[src/sle_unused_placeholder_never.sv]
// Empty compile unit kept out

[src/sle_end.sv]
// End of design files

[src/sle_pkg.sv]
// Constants, types and register map for the synthesizer lock and frequency control
// Overview of operation
// - Lock and unlock events appear as two flags in status register 0x0F.
// - Raising either event clears the other pending flag.
// - Lock event on leaving radio off into active idle, or after frequency change there.
// - Lock event when a manually started center-frequency calibration completes.
// - Otherwise lock event only when lock returns after a loss of lock.
// - Unlock event on manual center calibration start or frequency change in synth-on/listen.
// - Any event while transmitting aborts transmission and forces synth-on state.
// - Any event while receiving returns to the matching idle state once locked.
// - No lock event during settling after a successful transmission.
// - Channel field bits 4:0 reset 0x0B; 0x0B to 0x1A select 2405 MHz upward.
// - Eight-bit alternative index reset 0x00; valid ranges depend on band 8 or 9.
// - Band selector bits 3:0; upper bits read zero; 0, 8, 9 valid.
// - Center calibration start bit 7 runs about 8 us and clears itself.
// - Delay-cell calibration start bit 7 runs about 6 us and clears itself.
// - Bands 8 and 9 tune to 2306 or 2434 MHz plus half MHz times index.
// - Any move to a new frequency setting starts both calibrations.
package sle_pkg;
   // Register offsets
   localparam logic [5:0] SLE_ADDR_CHAN = 6'h08;
   localparam logic [5:0] SLE_ADDR_IRQ = 6'h0f;
   localparam logic [5:0] SLE_ADDR_NUM = 6'h13;
   localparam logic [5:0] SLE_ADDR_BAND = 6'h14;
   localparam logic [5:0] SLE_ADDR_CF = 6'h1a;
   localparam logic [5:0] SLE_ADDR_DCU = 6'h1b;
   // Reset values
   localparam logic [7:0] SLE_RST_CHAN = 8'h2b;
   localparam logic [7:0] SLE_RST_NUM = 8'h00;
   localparam logic [3:0] SLE_RST_BAND = 4'h0;
   localparam logic [7:0] SLE_RST_CF = 8'h57;
   localparam logic [7:0] SLE_RST_DCU = 8'h20;
   // Field positions
   localparam int SLE_BIT_LOCK = 0;
   localparam int SLE_BIT_UNLOCK = 1;
   localparam int SLE_BIT_GO = 7;
   localparam int SLE_BIT_DCU_RO = 6;
   // Bands and channel limits
   localparam logic [3:0] SLE_BAND_CHAN = 4'h0;
   localparam logic [3:0] SLE_BAND_LO = 4'h8;
   localparam logic [3:0] SLE_BAND_HI = 4'h9;
   localparam logic [4:0] SLE_CHAN_MIN = 5'h0b;
   localparam logic [4:0] SLE_CHAN_MAX = 5'h1a;
   localparam logic [7:0] SLE_LO_MIN = 8'h20;
   localparam logic [7:0] SLE_HI_MAX = 8'hba;
   // Frequencies in half-megahertz units
   localparam int SLE_FW = 13;
   localparam logic [12:0] SLE_F_CHAN_BASE = 13'h12ca;
   localparam logic [12:0] SLE_F_CHAN_STEP = 13'h000a;
   localparam logic [12:0] SLE_F_LO_BASE = 13'h1204;
   localparam logic [12:0] SLE_F_HI_BASE = 13'h1304;
   // Timing
   localparam int SLE_CLK_NS = 10;
   localparam int SLE_CF_NS = 8000;
   localparam int SLE_DCU_NS = 6000;
   localparam int SLE_SETTLE_NS = 32000;
   localparam int SLE_CW = 12;
   localparam logic [11:0] SLE_CF_CYC = 12'((SLE_CF_NS + SLE_CLK_NS - 1) / SLE_CLK_NS);
   localparam logic [11:0] SLE_DCU_CYC = 12'((SLE_DCU_NS + SLE_CLK_NS - 1) / SLE_CLK_NS);
   localparam logic [11:0] SLE_SETTLE_CYC = 12'((SLE_SETTLE_NS + SLE_CLK_NS - 1) / SLE_CLK_NS);

   typedef enum logic [3:0] {
      radio_off_state,
      synth_on_state,
      listen_state,
      auto_retry_tx_idle_state,
      auto_ack_rx_idle_state,
      transmitting_state,
      auto_retry_transmitting_state,
      receiving_state,
      auto_ack_receiving_state
   } sle_trx_state_t;

   typedef struct packed {
      logic wr;
      logic rd;
      logic [5:0] addr;
      logic [7:0] wdata;
   } sle_reg_req_t;

   typedef struct packed {
      logic valid;
      sle_trx_state_t target;
   } sle_force_t;
endpackage

[src/sle_synth_ctrl.sv]
// Synthesizer lock events, frequency selection and calibration start control
module sle_synth_ctrl (
   // Clock and reset
   input wire logic ref_clk,
   input wire logic rst_n,
   // Register port
   input wire sle_pkg::sle_reg_req_t reg_req,
   output logic [7:0] reg_rdata,
   // Radio state machine
   input wire sle_pkg::sle_trx_state_t trx_state,
   output sle_pkg::sle_force_t trx_force,
   // Synthesizer
   input wire logic pll_lock_raw,
   output logic [12:0] synth_freq,
   output logic cf_cal_run,
   output logic dcu_cal_run
);
   import sle_pkg::*;

   typedef enum logic [0:0] {
      SLE_RQ_IDLE,
      SLE_RQ_WAIT
   } sle_rq_t;

   logic lk_m_q, lk_s_q, lk_p_q;
   logic [7:0] chan_q, chan_d, num_q, num_d, cf_q, cf_d, dcu_q, dcu_d, rdata_q, rdata_d;
   logic [3:0] band_q, band_d;
   logic [12:0] freq_q, freq_d, new_freq;
   logic new_ok;
   logic [11:0] cf_cnt_q, cf_cnt_d, dcu_cnt_q, dcu_cnt_d, set_cnt_q, set_cnt_d;
   logic cf_man_q, cf_man_d, arm_q, arm_d, lkf_q, lkf_d, ulf_q, ulf_d;
   sle_trx_state_t prev_q;
   sle_rq_t rq_q, rq_d;
   sle_trx_state_t tgt_q, tgt_d;
   sle_force_t force_q, force_d;

   logic in_four, in_on_listen, was_tx, in_tx, in_rx, enter_active, tx_done;
   logic freq_chg, auto_start, cf_start_man, dcu_start_man, cf_end, dcu_end, cf_busy;
   logic cf_man_done, settling, lk_rise, lk_fall, lock_evt, unlock_evt, irq_rd;

   // Lock comes from the analog side, so it is synchronised first
   always_ff @(posedge ref_clk or negedge rst_n) begin
      if (!rst_n) begin
         lk_m_q <= 1'b0;
         lk_s_q <= 1'b0;
         lk_p_q <= 1'b0;
      end else begin
         lk_m_q <= pll_lock_raw;
         lk_s_q <= lk_m_q;
         lk_p_q <= lk_s_q;
      end
   end

   // State classification
   always_comb begin
      in_four = (trx_state == synth_on_state) || (trx_state == listen_state) ||
                (trx_state == auto_retry_tx_idle_state) || (trx_state == auto_ack_rx_idle_state);
      in_on_listen = (trx_state == synth_on_state) || (trx_state == listen_state);
      in_tx = (trx_state == transmitting_state) || (trx_state == auto_retry_transmitting_state);
      in_rx = (trx_state == receiving_state) || (trx_state == auto_ack_receiving_state);
      was_tx = (prev_q == transmitting_state) || (prev_q == auto_retry_transmitting_state);
      enter_active = (prev_q == radio_off_state) && in_four;
      tx_done = was_tx && ((trx_state == synth_on_state) ||
                           (trx_state == auto_retry_tx_idle_state));
   end

   // Frequency from channel or alternative band; reserved settings keep the old tuning
   always_comb begin
      new_freq = freq_q;
      new_ok = 1'b0;
      case (band_q)
         SLE_BAND_CHAN: begin
            if (chan_q[4:0] >= SLE_CHAN_MIN && chan_q[4:0] <= SLE_CHAN_MAX) begin
               new_freq = 13'(SLE_F_CHAN_BASE +
                              SLE_F_CHAN_STEP * 13'(chan_q[4:0] - SLE_CHAN_MIN));
               new_ok = 1'b1;
            end
         end
         SLE_BAND_LO: begin
            if (num_q >= SLE_LO_MIN) begin
               new_freq = 13'(SLE_F_LO_BASE + 13'(num_q));
               new_ok = 1'b1;
            end
         end
         SLE_BAND_HI: begin
            if (num_q <= SLE_HI_MAX) begin
               new_freq = 13'(SLE_F_HI_BASE + 13'(num_q));
               new_ok = 1'b1;
            end
         end
         default: begin
            new_ok = 1'b0;
         end
      endcase
      freq_chg = new_ok && (new_freq != freq_q);
      freq_d = freq_chg ? new_freq : freq_q;
   end

   // Calibration timers and start bits
   always_comb begin
      cf_start_man = reg_req.wr && (reg_req.addr == SLE_ADDR_CF) && reg_req.wdata[SLE_BIT_GO];
      dcu_start_man = reg_req.wr && (reg_req.addr == SLE_ADDR_DCU) &&
                      reg_req.wdata[SLE_BIT_GO];
      auto_start = freq_chg || enter_active;
      cf_end = (cf_cnt_q == 12'h001);
      dcu_end = (dcu_cnt_q == 12'h001);
      cf_busy = (cf_cnt_q != 12'h000);
      cf_man_done = cf_end && cf_man_q;
      if (auto_start || cf_start_man) begin
         cf_cnt_d = SLE_CF_CYC;
      end else if (cf_busy) begin
         cf_cnt_d = cf_cnt_q - 12'h001;
      end else begin
         cf_cnt_d = cf_cnt_q;
      end
      if (auto_start || dcu_start_man) begin
         dcu_cnt_d = SLE_DCU_CYC;
      end else if (dcu_cnt_q != 12'h000) begin
         dcu_cnt_d = dcu_cnt_q - 12'h001;
      end else begin
         dcu_cnt_d = dcu_cnt_q;
      end
      if (cf_start_man) begin
         cf_man_d = 1'b1;
      end else if (cf_end) begin
         cf_man_d = 1'b0;
      end else begin
         cf_man_d = cf_man_q;
      end
      if (tx_done) begin
         set_cnt_d = SLE_SETTLE_CYC;
      end else if (set_cnt_q != 12'h000) begin
         set_cnt_d = set_cnt_q - 12'h001;
      end else begin
         set_cnt_d = set_cnt_q;
      end
      settling = (set_cnt_q != 12'h000);
   end

   // Registers; reserved bits store what was written, except band bits 7:4 and DCU bit 6, which stay zero
   always_comb begin
      chan_d = chan_q;
      num_d = num_q;
      band_d = band_q;
      cf_d = cf_q;
      dcu_d = dcu_q;
      if (reg_req.wr) begin
         case (reg_req.addr)
            SLE_ADDR_CHAN: chan_d = reg_req.wdata;
            SLE_ADDR_NUM: num_d = reg_req.wdata;
            SLE_ADDR_BAND: band_d = reg_req.wdata[3:0];
            SLE_ADDR_CF: cf_d = reg_req.wdata;
            SLE_ADDR_DCU: dcu_d = reg_req.wdata;
            default: chan_d = chan_q;
         endcase
      end
      dcu_d[SLE_BIT_DCU_RO] = 1'b0;
      // The end of a run clears the bit, but a fresh start in the same cycle wins
      if (cf_end && cf_man_q && !cf_start_man) begin
         cf_d[SLE_BIT_GO] = 1'b0;
      end
      if (dcu_end && !dcu_start_man) begin
         dcu_d[SLE_BIT_GO] = 1'b0;
      end
   end

   // Event sources and status flags
   always_comb begin
      lk_rise = lk_s_q && !lk_p_q;
      lk_fall = !lk_s_q && lk_p_q;
      // Expected lock waits for the synthesizer and any running center calibration
      lock_evt = !settling && (cf_man_done ||
                 (arm_q && lk_s_q && !cf_busy) ||
                 (lk_rise && !arm_q && !cf_busy));
      unlock_evt = ((cf_start_man || freq_chg) && in_on_listen) ||
                   (lk_fall && !settling && !cf_busy && !arm_q);
      if (enter_active || (freq_chg && in_four)) begin
         arm_d = 1'b1;
      end else if (arm_q && lk_s_q && !cf_busy && !settling) begin
         arm_d = 1'b0;
      end else begin
         arm_d = arm_q;
      end
      irq_rd = reg_req.rd && (reg_req.addr == SLE_ADDR_IRQ);
      // Set wins over the read clear; each event wipes the other flag
      lkf_d = lock_evt ? 1'b1 : ((unlock_evt || irq_rd) ? 1'b0 : lkf_q);
      ulf_d = (unlock_evt && !lock_evt) ? 1'b1 :
              ((lock_evt || irq_rd) ? 1'b0 : ulf_q);
   end

   // Forced state changes on lock events during busy states
   always_comb begin
      rq_d = rq_q;
      tgt_d = tgt_q;
      force_d = '{valid: 1'b0, target: tgt_q};
      case (rq_q)
         SLE_RQ_IDLE: begin
            if ((lock_evt || unlock_evt) && in_tx) begin
               force_d = '{valid: 1'b1, target: synth_on_state};
            end else if ((lock_evt || unlock_evt) && in_rx) begin
               rq_d = SLE_RQ_WAIT;
               tgt_d = (trx_state == receiving_state) ? listen_state : auto_ack_rx_idle_state;
            end
         end
         SLE_RQ_WAIT: begin
            // Hold off until the synthesizer reports lock again
            if (lk_s_q && !cf_busy) begin
               force_d = '{valid: 1'b1, target: tgt_q};
               rq_d = SLE_RQ_IDLE;
            end
         end
         default: rq_d = SLE_RQ_IDLE;
      endcase
   end

   // Read data, registered
   always_comb begin
      rdata_d = rdata_q;
      if (reg_req.rd) begin
         case (reg_req.addr)
            SLE_ADDR_CHAN: rdata_d = chan_q;
            SLE_ADDR_IRQ: rdata_d = {6'h00, ulf_q, lkf_q};
            SLE_ADDR_NUM: rdata_d = num_q;
            SLE_ADDR_BAND: rdata_d = {4'h0, band_q};
            SLE_ADDR_CF: rdata_d = cf_q;
            SLE_ADDR_DCU: rdata_d = dcu_q;
            default: rdata_d = 8'h00;
         endcase
      end
   end

   always_ff @(posedge ref_clk or negedge rst_n) begin
      if (!rst_n) begin
         chan_q <= SLE_RST_CHAN;
         num_q <= SLE_RST_NUM;
         band_q <= SLE_RST_BAND;
         cf_q <= SLE_RST_CF;
         dcu_q <= SLE_RST_DCU;
         rdata_q <= 8'h00;
         freq_q <= SLE_F_CHAN_BASE;
         cf_cnt_q <= 12'h000;
         dcu_cnt_q <= 12'h000;
         set_cnt_q <= 12'h000;
         cf_man_q <= 1'b0;
         arm_q <= 1'b0;
         lkf_q <= 1'b0;
         ulf_q <= 1'b0;
         prev_q <= radio_off_state;
         rq_q <= SLE_RQ_IDLE;
         tgt_q <= listen_state;
         force_q <= '{valid: 1'b0, target: synth_on_state};
      end else begin
         chan_q <= chan_d;
         num_q <= num_d;
         band_q <= band_d;
         cf_q <= cf_d;
         dcu_q <= dcu_d;
         rdata_q <= rdata_d;
         freq_q <= freq_d;
         cf_cnt_q <= cf_cnt_d;
         dcu_cnt_q <= dcu_cnt_d;
         set_cnt_q <= set_cnt_d;
         cf_man_q <= cf_man_d;
         arm_q <= arm_d;
         lkf_q <= lkf_d;
         ulf_q <= ulf_d;
         prev_q <= trx_state;
         rq_q <= rq_d;
         tgt_q <= tgt_d;
         force_q <= force_d;
      end
   end

   assign reg_rdata = rdata_q;
   assign trx_force = force_q;
   assign synth_freq = freq_q;
   assign cf_cal_run = cf_busy;
   assign dcu_cal_run = (dcu_cnt_q != 12'h000);
endmodule

[config.mk]
export PLATFORM = sky130hd
export DESIGN_NAME = sle_synth_ctrl
export DESIGN_NICKNAME = d
export VERILOG_FILES = /design/src/sle_unused_placeholder_never.sv /design/src/sle_end.sv /design/src/sle_pkg.sv /design/src/sle_synth_ctrl.sv
export SDC_FILE = /design/constraint.sdc
export NUM_CORES = 1
export LEC_CHECK = 0
export BUFFER_PORTS_ARGS = -buffer_cell sky130_fd_sc_hd__buf_2
export CORE_ASPECT_RATIO = 0.6
export CORE_MARGIN = 10
export CORE_UTILIZATION = 55
export CTS_CLUSTER_DIAMETER = 50
export DETAILED_ROUTE_END_ITERATION = 16
export GPL_TIMING_DRIVEN = 0
export PLACE_DENSITY_LB_ADDON = 0.25
export SYNTH_ARGS = -nofsm -noshare
export SYNTH_HDL_FRONTEND = slang
export SYNTH_SLANG_ARGS = --single-unit
export TNS_END_PERCENT = 10
[constraint.sdc]
create_clock -name ref_clk -period 5.9 [get_ports ref_clk]
set_clock_uncertainty 0.05 [all_clocks]
set_input_delay 0.885 -clock ref_clk [delete_from_list [all_inputs] [get_ports ref_clk]]
set_output_delay 0.885 -clock ref_clk [all_outputs]
set_load 0.01 [all_outputs]
==> results.yml <==
outcome:
  status: "finished clean"
logic_synthesis:
  synthArstFlopShare_pct: 100.0
  synth_top_area_cell: "dfrtp_1"
  yosys.area_share.adder_pct: 4.426
  synth_cell_type_count: 76
  yosys_warnings: 0
  synth-seq-area-share_pct: 43.44
  muxShareOfSynthArea_pct: 7.148
  synth_top_family_by_area: "simple AND/OR/NAND/NOR gates"
  synth_xor_area_share_pct: 6.248
  synth_flop_cell: "dfrtp_1"
  syn_area_sq_um: 6389
  synth_cells: 646
  synth_edf_count: 0
  synth_top_area_share_pct: 36.04
  synth_nets: 691
  synth-simple-area-share_pct: 21.27
  syn_avg_cell_area_sq_um: 9.890
  synthTopCellsByArea: "dfrtp_1, dfstp_2, mux2_2, ha_1, nand2_1"
  synth_compound_area_share_pct: 14.85
  ys_ff_latch: 110
power_and_ir_drop:
  power.density_nw_per_um2: 405.5
  p_leak_nw: 3.125
  clock_power_share_pct: 21.4
  peakVddDrop_v: 0.0001667
  power.net_switching_mw: 1.164
  p_sw_share_pct: 39.93
  seqPwrFrac_pct: 36.0
  internal_power_mw: 1.751
  combPwrFrac_pct: 42.6
drt:
  routedWlPerCell_um: 18.38
  detailedRoute.firstIterationViolations: 462
  vias: 5285
  ant_nets: 0
  dr.pass1.iters: 6
  routed_wl_um: 16010
  route.detailed.drc: 0
  vias_per_cell: 6.068
worst_setup_path:
  worst-setup-path-type: "register to register"
  ff2ff_setup_slack_ns: 0.31
  cp_cell_sequence: "clkbuf_2, inv_1, ha_1, inv_1, ha_1, ha_1, fa_1, a21o_1, a21o_1, ha_1, o21ai_0, o21ai_1, nor4b_1, o31ai_1, a221o_1, a2111oi_4, nand3_4, buf_2, a2111oi_4"
  cp.required_ns: 6.11
  setup.worst_path.start_class: "register"
  worstPathArrival_ns: 5.80
  worst-path-max-fanout: 10
  slowest_delay_ns: 0.53
  cpMostUsedCell: "ha_1"
  slowest_stage: "dfstp_2"
  worstSetupEndpointType: "register"
placed_design:
  gp_congestion: 0.9331
  place_hpwl_um: 12060
  io_buffers: 47
  dp_slack_ns: 0.1115
sta:
  hold_viol_final: 0
  timing.final.crit_share_pct: 94.76
  worst_pin_slew_ns: 1.299
  relSlewSlack_pct: 13.24
  fmax_ghz: 0.1789
  setup_violations: 0
  setup_tns_ns: 0
  setup_slack_ns: 0.3090
  drv_slew: 0
  grt_setup_unrepaired: "false"
  period_needed_ns: 5.591
clock_tree:
  postCtsHoldBufs: 0
  h-tree-depth: 3
  clk_pin_slew_worst_paths_ns: 0.08
  post_cts_buffers: 0
  clk_latency_ns: 0.35
  cts_tree: "yes"
  cts_root_buf: "clkbuf_16"
  numCtsBuffers: 9
  postCtsResizedCells: 0
  clockBufferDepth: 2
  cts_sinks: 110
global_routing:
  grt_use_total_pct: 19.54
  overflow: 0
  grt_max_degree: 76
  grt_pass1_vias: 5093
  antenna_found_initial: 0
  grt_pass1_wl_um: 26200
final_layout:
  utilization_pct: 63.40
  fill_cells: 976
  regArea_sq_um: 2775
  nets: 751
  layout-drive-gt1-share_pct: 20.82
  syn2layout_area_growth_pct: 12.50
  layout_commonest_cell: "dfrtp_1"
  multi_input_area_sq_um: 3470
  insertedDiodeCount: 0
  final_cell_mix: "dfrtp_1, nand2_1, nor2_1"
floorplanning:
  coreArea_sq_um: 11340
  fp.dieH_um: 103.5
  die_area_sq_um: 16470
  ios: 51
  fp-row-count: 30
  die_w_um: 159.1
  initial_utilization_pct: 56.36
hold_path:
  min_path_type: "register to register"
flow_run:
  max-cap-violations: 0
-- logic make-up (layout without fill, tap and decap cells) --
kind of cell	Yosys count	count (layout)
AOI/OAI and AO/OA	128	128
other	1	1
adders and majority gates	22	22
DFF	110	110
buffers and inverters	40	105
muxes	41	41
and+or+nand+nor	260	260
xor gates and xnor gates	44	44
-- through the flow --
step | power, mW | hold WS, ns | instance area, sq um | instances
2_1_floorplan | 1.939 | 0.2812 | 6389 | 646
3_3_place_gp | 2.212 | 0.2871 | 6824 | 853
3_5_place_dp | 2.274 | 0.2863 | 6874 | 855
4_1_cts | 2.899 | 0.3023 | 7178 | 871
5_1_grt | 3.099 | 0.3074 | 7187 | 871
6_report | 2.914 | 0.3008 | 7187 | 871
-- synth_stat cells, types with 3 or more instances --
master / n
dfrtp_1: 92
nand2_1: 59
nor2_1: 55
mux2_2: 37
nor3_1: 36
o21ai_0: 24
xnor2_1: 23
ha_1: 21
a21oi_1: 20
nand3_1: 20
xor2_1: 20
dfstp_2: 18
inv_1: 17
a22oi_1: 16
clkbuf_1: 13
or3_1: 13
a31oi_1: 10
nand2b_1: 10
nor2b_1: 10
a211oi_1: 9
or4_1: 9
a21o_1: 6
and3_1: 6
nor4_1: 6
buf_2: 5
nand4_1: 5
and2_1: 4
mux2i_1: 4
o211a_1: 4
or2_2: 4
a2111oi_4: 3
a222oi_1: 3
a22o_1: 3
a41oi_1: 3
buf_1: 3
o21a_1: 3
-- power by group through the flow --
stage / combinational [mW] / sequential [mW] / clock [mW]
floorplan: 0.902 / 1.04 / 0
global placement: 1.17 / 1.05 / 0
detailed placement: 1.22 / 1.06 / 0
CTS: 1.22 / 1.04 / 0.632
global route: 1.36 / 1.07 / 0.666
finish: 1.24 / 1.05 / 0.623
-- per-layer routing --
layer	wire length (um)	track usage, %	vias up
li1	-	-	2482
met1	7795	28.08	2601
met2	6772	28.89	192
met3	1306	5.217	10
met4	132	4.252	0
met5	0	0	-
-- final cells by class --
class | count | area share, %
flip-flops and latches | 110 | 38.61
clock inverters | 7 | 1.097
plain buffers | 23 | 1.410
inverters | 17 | 0.8879
repair buffers | 49 | 3.795
multi-input cells | 496 | 48.28
well taps | 160 | 2.786
clock buffers | 9 | 3.134
-- flip-flops by register name, indices dropped and copies added (netlist names), 2 cells and up --
register and flops:
band_q 4, cf_cnt_q 12, cf_q 8, chan_q 8, dcu_cnt_q 12, dcu_q 7
num_q 8, prev_q 4, reg_rdata 8, set_cnt_q 12, synth_freq 13, tgt_q 2
trx_force 4
-- critical path, delay by kind of cell, from the launching register on --
kind                       cells  cell delay, ns
buffers and inverters          4            0.66
adders and majority gates      5            1.71
AOI/OAI and AO/OA              8            2.02
and+or+nand+nor                2            0.51
DFF                            1            0.53
-- path summary, 6_finish.rpt --
check / start / endpoint / cells past startpoint
worst min-delay path: lk_m_q / lk_s_q / 0
worst max-delay path: chan_q[0] / dcu_cnt_q[1] / 19
worst min register to register: lk_m_q / lk_s_q / 0
min in group asynchronous: rst_n / synth_freq[10] / 1
worst max register to register: chan_q[0] / dcu_cnt_q[1] / 19
max in group asynchronous: rst_n / cf_q[0] / 2
No activity file was read; power rests on OpenSTA's default activity.
